`config.mk`:
```
export PLATFORM = sky130hd
export DESIGN_NAME = asp_serial_port
export DESIGN_NICKNAME = d
export VERILOG_FILES = /design/src/verilog/asp_serial_port.v
export VERILOG_INCLUDE_DIRS = /design/src /design/src/shared
export SDC_FILE = /design/constraint.sdc
export NUM_CORES = 1
export LEC_CHECK = 0
export ABC_CLOCK_PERIOD_IN_PS = 4000
export BUFFER_PORTS_ARGS = -buffer_cell sky130_fd_sc_hd__buf_2
export CAP_MARGIN = 20
export CORE_MARGIN = 2
export CORE_UTILIZATION = 63
export DETAILED_ROUTE_END_ITERATION = 7
export GPL_TIMING_DRIVEN = 0
export PLACE_DENSITY_LB_ADDON = 0.3
export SKIP_LAST_GASP = 1
export SLEW_MARGIN = 20
export SYNTH_ARGS = -nofsm -noshare
export SYNTH_HDL_FRONTEND = slang
export SYNTH_SLANG_ARGS = --single-unit
```
`constraint.sdc`:
```
create_clock -name ref_clk -period 4 [get_ports ref_clk]
set_input_delay 0.4 -clock ref_clk [delete_from_list [all_inputs] [get_ports ref_clk]]
set_output_delay 0.4 -clock ref_clk [all_outputs]
set_load 0.05 [all_outputs]
```
`src/shared/asp_regs.vh`:
```
// Constants for the converter serial port pin logic
// Summary of operation
// - The data-out/ready pin goes low when a conversion completes and a new result waits.
// - An unread result lets the ready indication go high again before the next update.
// - With chip select low, output bits change on serial clock falls for the host to sample on rises.
// - The output shift register loads from any internal data or control register for readout.
// - Bits shifted in on the data input go to the control or config register named by the last command byte; status and data are read only.
// - The clock pin either carries the internal oscillator out or takes an external clock in.
// - Serial traffic counts only while chip select is low, and chip select high ends any frame and returns to the command byte.
// - A low filter sync input asserts the filter reset output and forces ready high.
`ifndef ASP_REGS_VH
`define ASP_REGS_VH

// ==========================================
// Command byte fields
`define ASP_CMD_WEN_BIT 7
`define ASP_CMD_RD_BIT 6
`define ASP_CMD_SEL_MSB 5
`define ASP_CMD_LEN 5'h08

// ==========================================
// Register select codes and lengths in bits
`define ASP_SEL_STATUS 6'h00
`define ASP_SEL_CTRL 6'h01
`define ASP_SEL_DATA 6'h02
`define ASP_SEL_CFG 6'h03
`define ASP_LEN_STATUS 5'h08
`define ASP_LEN_CTRL 5'h10
`define ASP_LEN_DATA 5'h18
`define ASP_LEN_CFG 5'h10
`define ASP_LEN_OTHER 5'h08

// ==========================================
// Reset values and field positions
`define ASP_CTRL_RST 16'h0000
`define ASP_CFG_RST 16'h0000
`define ASP_DATA_RST 24'h00_0000
`define ASP_CTRL_EXTCLK_BIT 0

// ==========================================
// Internal oscillator: half period in ref_clk cycles
`define ASP_OSC_HALF 4'h4

`endif

```
`src/verilog/asp_serial_port.v`:
```
// Serial port, ready pin and clock pin logic of the converter
`timescale 1ns/10ps
`default_nettype none
`include "asp_regs.vh"

// ==========================================
// Pin synchroniser: change taken once stages two and three agree
module asp_sync #(
    parameter RST = 1'b0
) (
    input wire ref_clk,
    input wire rstn,
    input wire d,
    output reg q
);
    reg s1;
    reg s2;
    reg s3;
    always @(posedge ref_clk or negedge rstn) begin
        if (!rstn) begin
            s1 <= RST;
            s2 <= RST;
            s3 <= RST;
            q <= RST;
        end else begin
            s1 <= d;
            s2 <= s1;
            s3 <= s2;
            if (s2 == s3) begin
                q <= s3;
            end
        end
    end
endmodule

// ==========================================
// Top
module asp_serial_port (
    input wire ref_clk,
    input wire rstn,
    input wire sclk,
    input wire cs_n,
    input wire din,
    input wire sync_n,
    input wire clk_pin_in,
    input wire conv_done,
    input wire [23:0] conv_result,
    input wire update_soon,
    output reg dout_rdy,
    output reg dout_oe,
    output reg clk_pin_out,
    output reg clk_pin_oe,
    output reg conv_tick,
    output reg filter_rst,
    output reg [15:0] ctrl_reg,
    output reg [15:0] cfg_reg
);
    localparam ST_CMD = 2'b00;
    localparam ST_WR = 2'b01;
    localparam ST_RD = 2'b10;

    wire sclk_f;
    wire cs_n_f;
    wire din_f;
    wire sync_n_f;
    wire ext_f;
    reg sclk_d;
    reg ext_d;
    reg [1:0] state;
    reg [4:0] cnt;
    reg [4:0] len;
    reg [7:0] cmd_sh;
    reg [5:0] sel;
    reg [23:0] in_sh;
    reg [23:0] out_sh;
    reg out_bit;
    reg rdy_n;
    reg [23:0] data_reg;
    reg [3:0] osc_cnt;
    reg osc;
    wire rd_clear;
    wire rise;
    wire fall;
    wire [7:0] cmd_next;
    wire [23:0] in_next;

    // Idle-high reset level, so a select tied low sees no false rise
    asp_sync #(.RST(1'b1)) u_sclk (.ref_clk(ref_clk), .rstn(rstn), .d(sclk), .q(sclk_f));
    asp_sync #(.RST(1'b1)) u_cs (.ref_clk(ref_clk), .rstn(rstn), .d(cs_n), .q(cs_n_f));
    asp_sync #(.RST(1'b0)) u_din (.ref_clk(ref_clk), .rstn(rstn), .d(din), .q(din_f));
    asp_sync #(.RST(1'b1)) u_syn (.ref_clk(ref_clk), .rstn(rstn), .d(sync_n), .q(sync_n_f));
    asp_sync #(.RST(1'b0)) u_ext (.ref_clk(ref_clk), .rstn(rstn), .d(clk_pin_in), .q(ext_f));

    // Edges counted only inside a frame, so bursts may pause freely
    assign rise = sclk_f & ~sclk_d & ~cs_n_f;
    assign fall = ~sclk_f & sclk_d & ~cs_n_f;
    assign cmd_next = {cmd_sh[6:0], din_f};
    assign in_next = {in_sh[22:0], din_f};
    // Same edge as the last data bit, so a result landing then still wins
    assign rd_clear = rise & (state == ST_RD) & (cnt == len - 5'h01) & (sel == `ASP_SEL_DATA);

    // ==========================================
    // Register lengths and read values
    function [4:0] reg_len;
        input [5:0] s;
        begin
            case (s)
                `ASP_SEL_STATUS: reg_len = `ASP_LEN_STATUS;
                `ASP_SEL_CTRL: reg_len = `ASP_LEN_CTRL;
                `ASP_SEL_DATA: reg_len = `ASP_LEN_DATA;
                `ASP_SEL_CFG: reg_len = `ASP_LEN_CFG;
                default: reg_len = `ASP_LEN_OTHER;
            endcase
        end
    endfunction

    // Left aligned so the MSB always leaves from bit 23
    function [23:0] reg_val;
        input [5:0] s;
        input [15:0] c;
        input [15:0] g;
        input [23:0] d;
        input r;
        begin
            case (s)
                `ASP_SEL_STATUS: reg_val = {r, 23'h00_0000};
                `ASP_SEL_CTRL: reg_val = {c, 8'h00};
                `ASP_SEL_DATA: reg_val = d;
                `ASP_SEL_CFG: reg_val = {g, 8'h00};
                default: reg_val = 24'h00_0000;
            endcase
        end
    endfunction

    // ==========================================
    // Frame engine
    always @(posedge ref_clk or negedge rstn) begin
        if (!rstn) begin
            sclk_d <= 1'b1;
            state <= ST_CMD;
            cnt <= 5'h00;
            len <= `ASP_CMD_LEN;
            cmd_sh <= 8'h00;
            sel <= 6'h00;
            in_sh <= 24'h00_0000;
            out_sh <= 24'h00_0000;
            out_bit <= 1'b1;
            ctrl_reg <= `ASP_CTRL_RST;
            cfg_reg <= `ASP_CFG_RST;
        end else begin
            sclk_d <= sclk_f;
            if (cs_n_f) begin
                state <= ST_CMD;
                cnt <= 5'h00;
            end else if (rise) begin
                case (state)
                    ST_CMD: begin
                        cmd_sh <= cmd_next;
                        cnt <= cnt + 5'h01;
                        if (cnt == `ASP_CMD_LEN - 5'h01) begin
                            cnt <= 5'h00;
                            sel <= cmd_next[`ASP_CMD_SEL_MSB:0];
                            len <= reg_len(cmd_next[`ASP_CMD_SEL_MSB:0]);
                            // A set write-enable bit marks an idle byte
                            if (cmd_next[`ASP_CMD_WEN_BIT]) begin
                                state <= ST_CMD;
                            end else if (cmd_next[`ASP_CMD_RD_BIT]) begin
                                state <= ST_RD;
                                out_sh <= reg_val(cmd_next[`ASP_CMD_SEL_MSB:0], ctrl_reg,
                                    cfg_reg, data_reg, rdy_n);
                            end else begin
                                state <= ST_WR;
                            end
                        end
                    end
                    ST_WR: begin
                        in_sh <= in_next;
                        cnt <= cnt + 5'h01;
                        if (cnt == len - 5'h01) begin
                            cnt <= 5'h00;
                            state <= ST_CMD;
                            // Status and data are read only
                            if (sel == `ASP_SEL_CTRL) begin
                                ctrl_reg <= in_next[15:0];
                            end
                            if (sel == `ASP_SEL_CFG) begin
                                cfg_reg <= in_next[15:0];
                            end
                        end
                    end
                    ST_RD: begin
                        cnt <= cnt + 5'h01;
                        if (cnt == len - 5'h01) begin
                            cnt <= 5'h00;
                            state <= ST_CMD;
                        end
                    end
                    default: begin
                        state <= ST_CMD;
                    end
                endcase
            end else if (fall && state == ST_RD) begin
                out_bit <= out_sh[23];
                out_sh <= {out_sh[22:0], 1'b0};
            end
        end
    end

    // ==========================================
    // Ready flag, result latch, filter reset
    always @(posedge ref_clk or negedge rstn) begin
        if (!rstn) begin
            rdy_n <= 1'b1;
            data_reg <= `ASP_DATA_RST;
            filter_rst <= 1'b1;
        end else begin
            filter_rst <= ~sync_n_f;
            if (!sync_n_f) begin
                rdy_n <= 1'b1;
            end else if (conv_done) begin
                // New result wins over a read finishing in the same cycle
                rdy_n <= 1'b0;
                data_reg <= conv_result;
            end else if (update_soon || rd_clear) begin
                rdy_n <= 1'b1;
            end
        end
    end

    // ==========================================
    // Shared pin and clock pin
    always @(posedge ref_clk or negedge rstn) begin
        if (!rstn) begin
            dout_rdy <= 1'b1;
            dout_oe <= 1'b0;
            ext_d <= 1'b0;
            osc_cnt <= 4'h0;
            osc <= 1'b0;
            clk_pin_out <= 1'b0;
            clk_pin_oe <= 1'b1;
            conv_tick <= 1'b0;
        end else begin
            dout_oe <= ~cs_n_f;
            dout_rdy <= (state == ST_RD) ? out_bit : rdy_n;
            ext_d <= ext_f;
            if (ctrl_reg[`ASP_CTRL_EXTCLK_BIT]) begin
                // Oscillator stopped, conversions follow the pin
                osc_cnt <= 4'h0;
                osc <= 1'b0;
                clk_pin_oe <= 1'b0;
                conv_tick <= ext_f & ~ext_d;
            end else begin
                clk_pin_oe <= 1'b1;
                if (osc_cnt == `ASP_OSC_HALF - 4'h1) begin
                    osc_cnt <= 4'h0;
                    osc <= ~osc;
                    conv_tick <= ~osc;
                end else begin
                    osc_cnt <= osc_cnt + 4'h1;
                    conv_tick <= 1'b0;
                end
            end
            clk_pin_out <= osc;
        end
    end
endmodule
`default_nettype wire

```
==> flow_summary.yaml, run 1 <==
clocking:
  cts_tree: "built"
  cts-root-buf: "clkbuf_8"
  cts_hold_buffers: 6
  clock_latency_ns: 0.53
  cts_setup_buffers: 0
  clkSinkCount: 152
  cts_htree_levels: 4
  clk_pin_slew_worst_paths_ns: 0.06
  ctsResizeCount: 0
  cts_buffers: 17
  clockBufferDepth: 2
sta:
  hold_ws_ns: 0.0618
  tns_ns: 0
  hold_viol_final: 0
  worst_pin_slew_ns: 0.728
  finalCritPeriodShare_pct: 66.4
  min_period_ns: 2.66
  finalSetupViolCount: 0
  rsz0062_at_grt: "no"
  slew_headroom_pct: 51.4
  drv_slew: 0
  skew_ns: 0.00544
  max_freq_mhz: 377
logic_synthesis:
  yosys.area.top_type: "dfrtp_1"
  synth_top_area_share_pct: 51.3
  ys_ff_latch: 152
  seq_area_frac_synth_pct: 59.0
  synth_enable_flop_cells: 0
  synthMostInstantiatedCell: "dfrtp_1"
  ys.flop_type: "dfrtp_1"
  synthCells: 456
  async_reset_ff_share_pct: 100
  syn-num-nets: 495
  netlist_area_mm2: 0.00649
  yosys-top-cells-count: "133 x dfrtp_1, 104 x mux2_2, 26 x nand2_1"
  synth_area_per_cell_um2: 14.2
  synthTopCellsByArea: "dfrtp_1 51%, mux2_2 18%, dfstp_2 7.7%, mux2_4 4.4%, a22oi_1 1.7%"
  synth.distinct_cells: 47
  yosysWarnings: 0
routing:
  drc: 0
  wl_per_cell_um: 18.5
  drt_first_pass_iters: 4
  num_vias: 4044
  ant_nets: 0
  wirelength_um: 13000
  drt_iter0_markers: 191
  viasPerCell: 5.77
setup_path:
  arrival_ns: 3.07
  crit_path_end_kind: "flip-flop"
  required_ns: 4.41
  worstPathMaxFanout: 10
  path_class: "reg -> reg"
  worstSetupStartpoint: "state[0]$_DFFE_PN0P_"
  crit_path_frequent_cell: "buf_6"
  path_cells: "inv_1, ha_1, and4bb_1, buf_6, nand4_4, a2111oi_4, buf_6, mux2_4"
  crit_family: "compound AO/OA/AOI/OAI gates"
  critPathSlowestCell: "a2111oi_4"
  slowest_delay_ns: 0.63
  r2r-start: "state[0]$_DFFE_PN0P_"
  cp-start-kind: "flip-flop"
  path_buf_inv: 3
global_routing:
  grt_max_degree: 93
  grt_pass1_wl_um: 21700
  antenna_found_initial: 0
  grt_usage_pct: 25.6
  use_met1_pct: 34.2
  overflow: 0
  use_met3_pct: 6.18
  top_usage_layer: "met2"
  grt_pass1_vias: 4329
  grtUsageMet2_pct: 41.2
min_path:
  min_path_type: "in -> reg"
  min_from: "conv_done"
cells_and_area:
  num_antenna_cells: 0
  fin_util_pct: 75.5
  syn_to_final_growth_pct: 18.5
  nets: 591
  fillerInstances: 674
  multi_input_area_mm2: 0.00249
  drive_gt1_share_pct: 46.0
  seq_area_mm2: 0.00383
power:
  powerDensity_mw_per_mm2: 468
  ir_worst_vdd_v: 0.000408
  leakage_nw: 3.68
placed_design:
  routabilityCongestion: 0.839
  portBuffers: 70
  dpl.hpwl_um: 8530
floorplan:
  ios: 71
  placementRows: 37
  die_area_mm2: 0.0111
  start_util_pct: 63.7
  die_w_um: 106
  core_mm2: 0.0102
  die_h_um: 106
outcome:
  status: "completed"
job:
  maxCapViolations: 0
where the power goes:
group	internal [mW]	switching, mW
registers	1.65	0.0703
logic	0.156	0.186
clock network	0.963	0.579
worst reg2reg max path: stages, from the launching register on:
cell	delay, ns
dfrtp_1	0.42
inv_1	0.11
ha_1	0.24
and4bb_1	0.25
buf_6	0.16
nand4_4	0.12
a2111oi_4	0.63
buf_6	0.28
mux2_4	0.33
path summary, 6_finish.rpt:
path / end / slack (ns) / depth (start not counted)
worst max register to register: out_sh[13]$_DFFE_PN0P_ / 1.34 / 8
min in group asynchronous: cnt[2]$_DFFE_PN0P_ / 0.40 / 2
worst max-delay path: out_sh[13]$_DFFE_PN0P_ / 1.34 / 8
max in group asynchronous: len[3]$_DFFE_PN1P_ / 2.81 / 3
worst min register to register: u_din.s2$_DFF_PN0_ / 0.35 / 0
worst min-delay path: rdy_n$_DFFE_PN1P_ / 0.06 / 2
cell type report:
type	instances	area share (%)
clock buffers	23	6.33
repair buffers	77	5.82
plain buffers	23	1.63
clock inverters	9	1.24
flip-flops and latches	152	49.8
well taps	136	2.21
multi-input cells	269	32.4
inverters	12	0.586
placed cells by master (no fill, tap or decap), types with 3 or more instances in the layout:
cell type	count
or4_1	3
a22o_1	8
dfrtp_1	133
a21oi_1	3
buf_6	4
nand2b_1	3
clkbuf_16	16
dlygate4sd3_1	6
mux2_4	19
buf_2	73
nor2b_1	3
buf_1	3
dfstp_2	19
a22oi_1	15
clkbuf_8	6
xnor2_1	3
mux2i_1	4
nand3_1	4
maj3_1	5
clkinv_2	7
nor3b_1	3
nor2_1	10
o21ai_0	21
nand2_1	26
ha_1	6
clkbuf_1	12
inv_1	12
mux2_2	104
cell families after synthesis:
logic type,count (synthesis),synth area share (%)
simple gates,69,6.24
fa+ha+maj,11,1.93
compound gates,56,6.19
flops,152,59.0
mux,128,23.4
xor+xnor,5,0.675
buf+inv,35,2.62
stage by stage:
stage | setup WS [ns] | instances | total power, mW | instance area, um^2
finish | 1.34 | 701 | 3.60 | 7690
detailed placement | 1.41 | 663 | 2.08 | 7050
global route | 1.21 | 701 | 3.75 | 7690
floorplan | 1.75 | 456 | 1.95 | 6490
global placement | 0.459 | 662 | 2.06 | 7010
CTS | 1.36 | 701 | 3.63 | 7690
layer usage:
metal | share of wire, % | wire (um)
met3 | 4.7 | 616
met5 | 0 | 0
met4 | 1.7 | 218
met2 | 50 | 6470
met1 | 44 | 5660
Note: power is estimated with default switching activity, not from simulation.
==> run 2, diff against run 1 <==
Settings changed: ABC_CLOCK_PERIOD_IN_PS 4000 to 2400, CORE_UTILIZATION 63 to 53.
Clock period 4 ns to 2.4 ns, I/O delays scaled along.
==> run 2 against run 1 <==
Effect of this change: routed wire length fell by 1.5%; register-to-register slack worse by 1.3 ns; clock skew grew 0.0050 ns; combinational power is 68% higher; fmax increased by 14%; non-clock buffer count increased by 3; via count down 0.84%; cell count grew 2.0%; cell area grew 0.88%; power increased by 65%; critical endpoint is now ctrl_reg[11]$_DFFE_PN0P_; largest cell class unchanged.
==> flow_summary.yaml, run 2 (synthesis gave the netlist of run 1 again) <==
setup_path:
  path_cells: "or3b_1, buf_4, nor2_8, nand3_2, clkbuf_4, mux2_2"
  required_ns: 2.71
  path_buf_inv: 2
  crit_family: "simple AND/OR/NAND/NOR gates"
  slowest_delay_ns: 0.59
  cp-start-kind: "flip-flop"
  crit_path_end_kind: "flip-flop"
  path_class: "reg -> reg"
  arrival_ns: 2.64
  critPathSlowestCell: "dfstp_2"
  worstPathMaxFanout: 10
clocking:
  clock_latency_ns: 0.43
  clkSinkCount: 152
  cts_tree: "built"
  clk_pin_slew_worst_paths_ns: 0.06
  clockBufferDepth: 2
  cts_buffers: 17
  cts_htree_levels: 4
  cts-root-buf: "clkbuf_16"
global_routing:
  overflow: 0
  grt_max_degree: 82
  use_met1_pct: 29.2
  use_met3_pct: 6.30
  top_usage_layer: "met2"
  grt_pass1_vias: 4153
  grt_pass1_wl_um: 21300
  antenna_found_initial: 0
  grtUsageMet2_pct: 33.1
  grt_usage_pct: 21.5
sta:
  slew_headroom_pct: 53.3
  hold_ws_ns: 0.0434
  worst_pin_slew_ns: 0.701
  finalCritPeriodShare_pct: 97.1
  layout_setup_ws_ns: 0.0700
  drv_slew: 0
  rsz0062_at_grt: "yes"
  skew_ns: 0.0104
  hold_viol_final: 0
  finalSetupViolCount: 0
  min_period_ns: 2.33
  max_freq_mhz: 429
  tns_ns: 0
cells_and_area:
  drive_gt1_share_pct: 47.0
  fin_area_mm2: 0.00776
  fin_cells: 715
  fillerInstances: 909
  num_antenna_cells: 0
  fin_util_pct: 64.9
  nets: 594
  final_common_cell: "dfrtp_1"
  syn_to_final_growth_pct: 19.5
  mostFrequentLayoutCells: "133 x dfrtp_1, 104 x mux2_2, 71 x buf_2, 26 x nand2_1, 21 x o21ai_0"
floorplan:
  placementRows: 40
  die_h_um: 115
  ios: 71
  start_util_pct: 54.3
  core_mm2: 0.0120
  die_w_um: 115
  die_area_mm2: 0.0132
placed_design:
  dpl.hpwl_um: 8680
  place_worst_setup_slack_ns: -0.149
  detailed_place.area_mm2: 0.00706
  placed_cells: 674
  routabilityCongestion: 0.793
  portBuffers: 70
routing:
  wl_per_cell_um: 17.9
  drt_first_pass_iters: 4
  drt_iter0_markers: 253
  ant_nets: 0
  viasPerCell: 5.61
  num_vias: 4010
  wirelength_um: 12800
  drc: 0
power:
  powerDensity_mw_per_mm2: 765
  fin_total_pwr_mw: 5.94
  leakage_nw: 3.68
  ir_worst_vdd_v: 0.000531
outcome:
  status: "completed"
min_path:
  min_path_type: "in -> reg"
job:
  maxCapViolations: 0
-- run 2: layout make-up --
class                           instances  area, um^2  area share [%]
Buffer                                 23         144            1.85
Clock buffer                           21         460            5.93
Clock inverter                         11         100            1.29
Inverter                               12        45.0           0.580
Multi-Input combinational cell        269        2520            32.5
Sequential cell                       152        3830            49.3
Tap cell                              147         184            2.37
Timing Repair Buffer                   80         477            6.14
-- run 2: timing repair --
item	CTS	global route
pin swaps	1	1
resized for setup	2	12
endpoints found under the hold margin	71	0
hold buffers	7	0
setup endpoints to repair	40	43
setup buffers	2	0
-- run 2: worst register-to-register path: stages (launching register included) --
cell and delay [ns]:
dfstp_2 0.59, or3b_1 0.39, buf_4 0.21, nor2_8 0.18, nand3_2 0.25, clkbuf_4 0.30, mux2_2 0.30
-- run 2: path summary, 6_finish.rpt --
check / from / end / slack (ns) / depth (start not counted)
worst max-delay path: u_sclk.q$_DFFE_PN1N_ / ctrl_reg[11]$_DFFE_PN0P_ / 0.07 / 6
worst min-delay path: conv_result[9] / data_reg[9]$_DFFE_PN0P_ / 0.04 / 2
worst max register to register: u_sclk.q$_DFFE_PN1N_ / ctrl_reg[11]$_DFFE_PN0P_ / 0.07 / 6
worst min register to register: u_ext.s1$_DFF_PN0_ / u_ext.s2$_DFF_PN0_ / 0.35 / 0
max in group asynchronous: rstn / rdy_n$_DFFE_PN1P_ / 1.24 / 3
min in group asynchronous: rstn / osc_cnt[3]$_DFF_PN0_ / 0.39 / 2
-- run 2: routing by layer --
metal | up-vias | share of wire, %
met5 | - | 0
met4 | 0 | 2.7
met3 | 24 | 5.5
met2 | 100 | 48
met1 | 2046 | 44
li1 | 1840 | -
-- run 2: power by group --
part | total [mW] | switching (mW) | internal, mW
sequential | 2.87 | 0.119 | 2.75
combinational | 0.576 | 0.314 | 0.262
clock | 2.50 | 1.02 | 1.48
total | 5.94 | 1.45 | 4.49
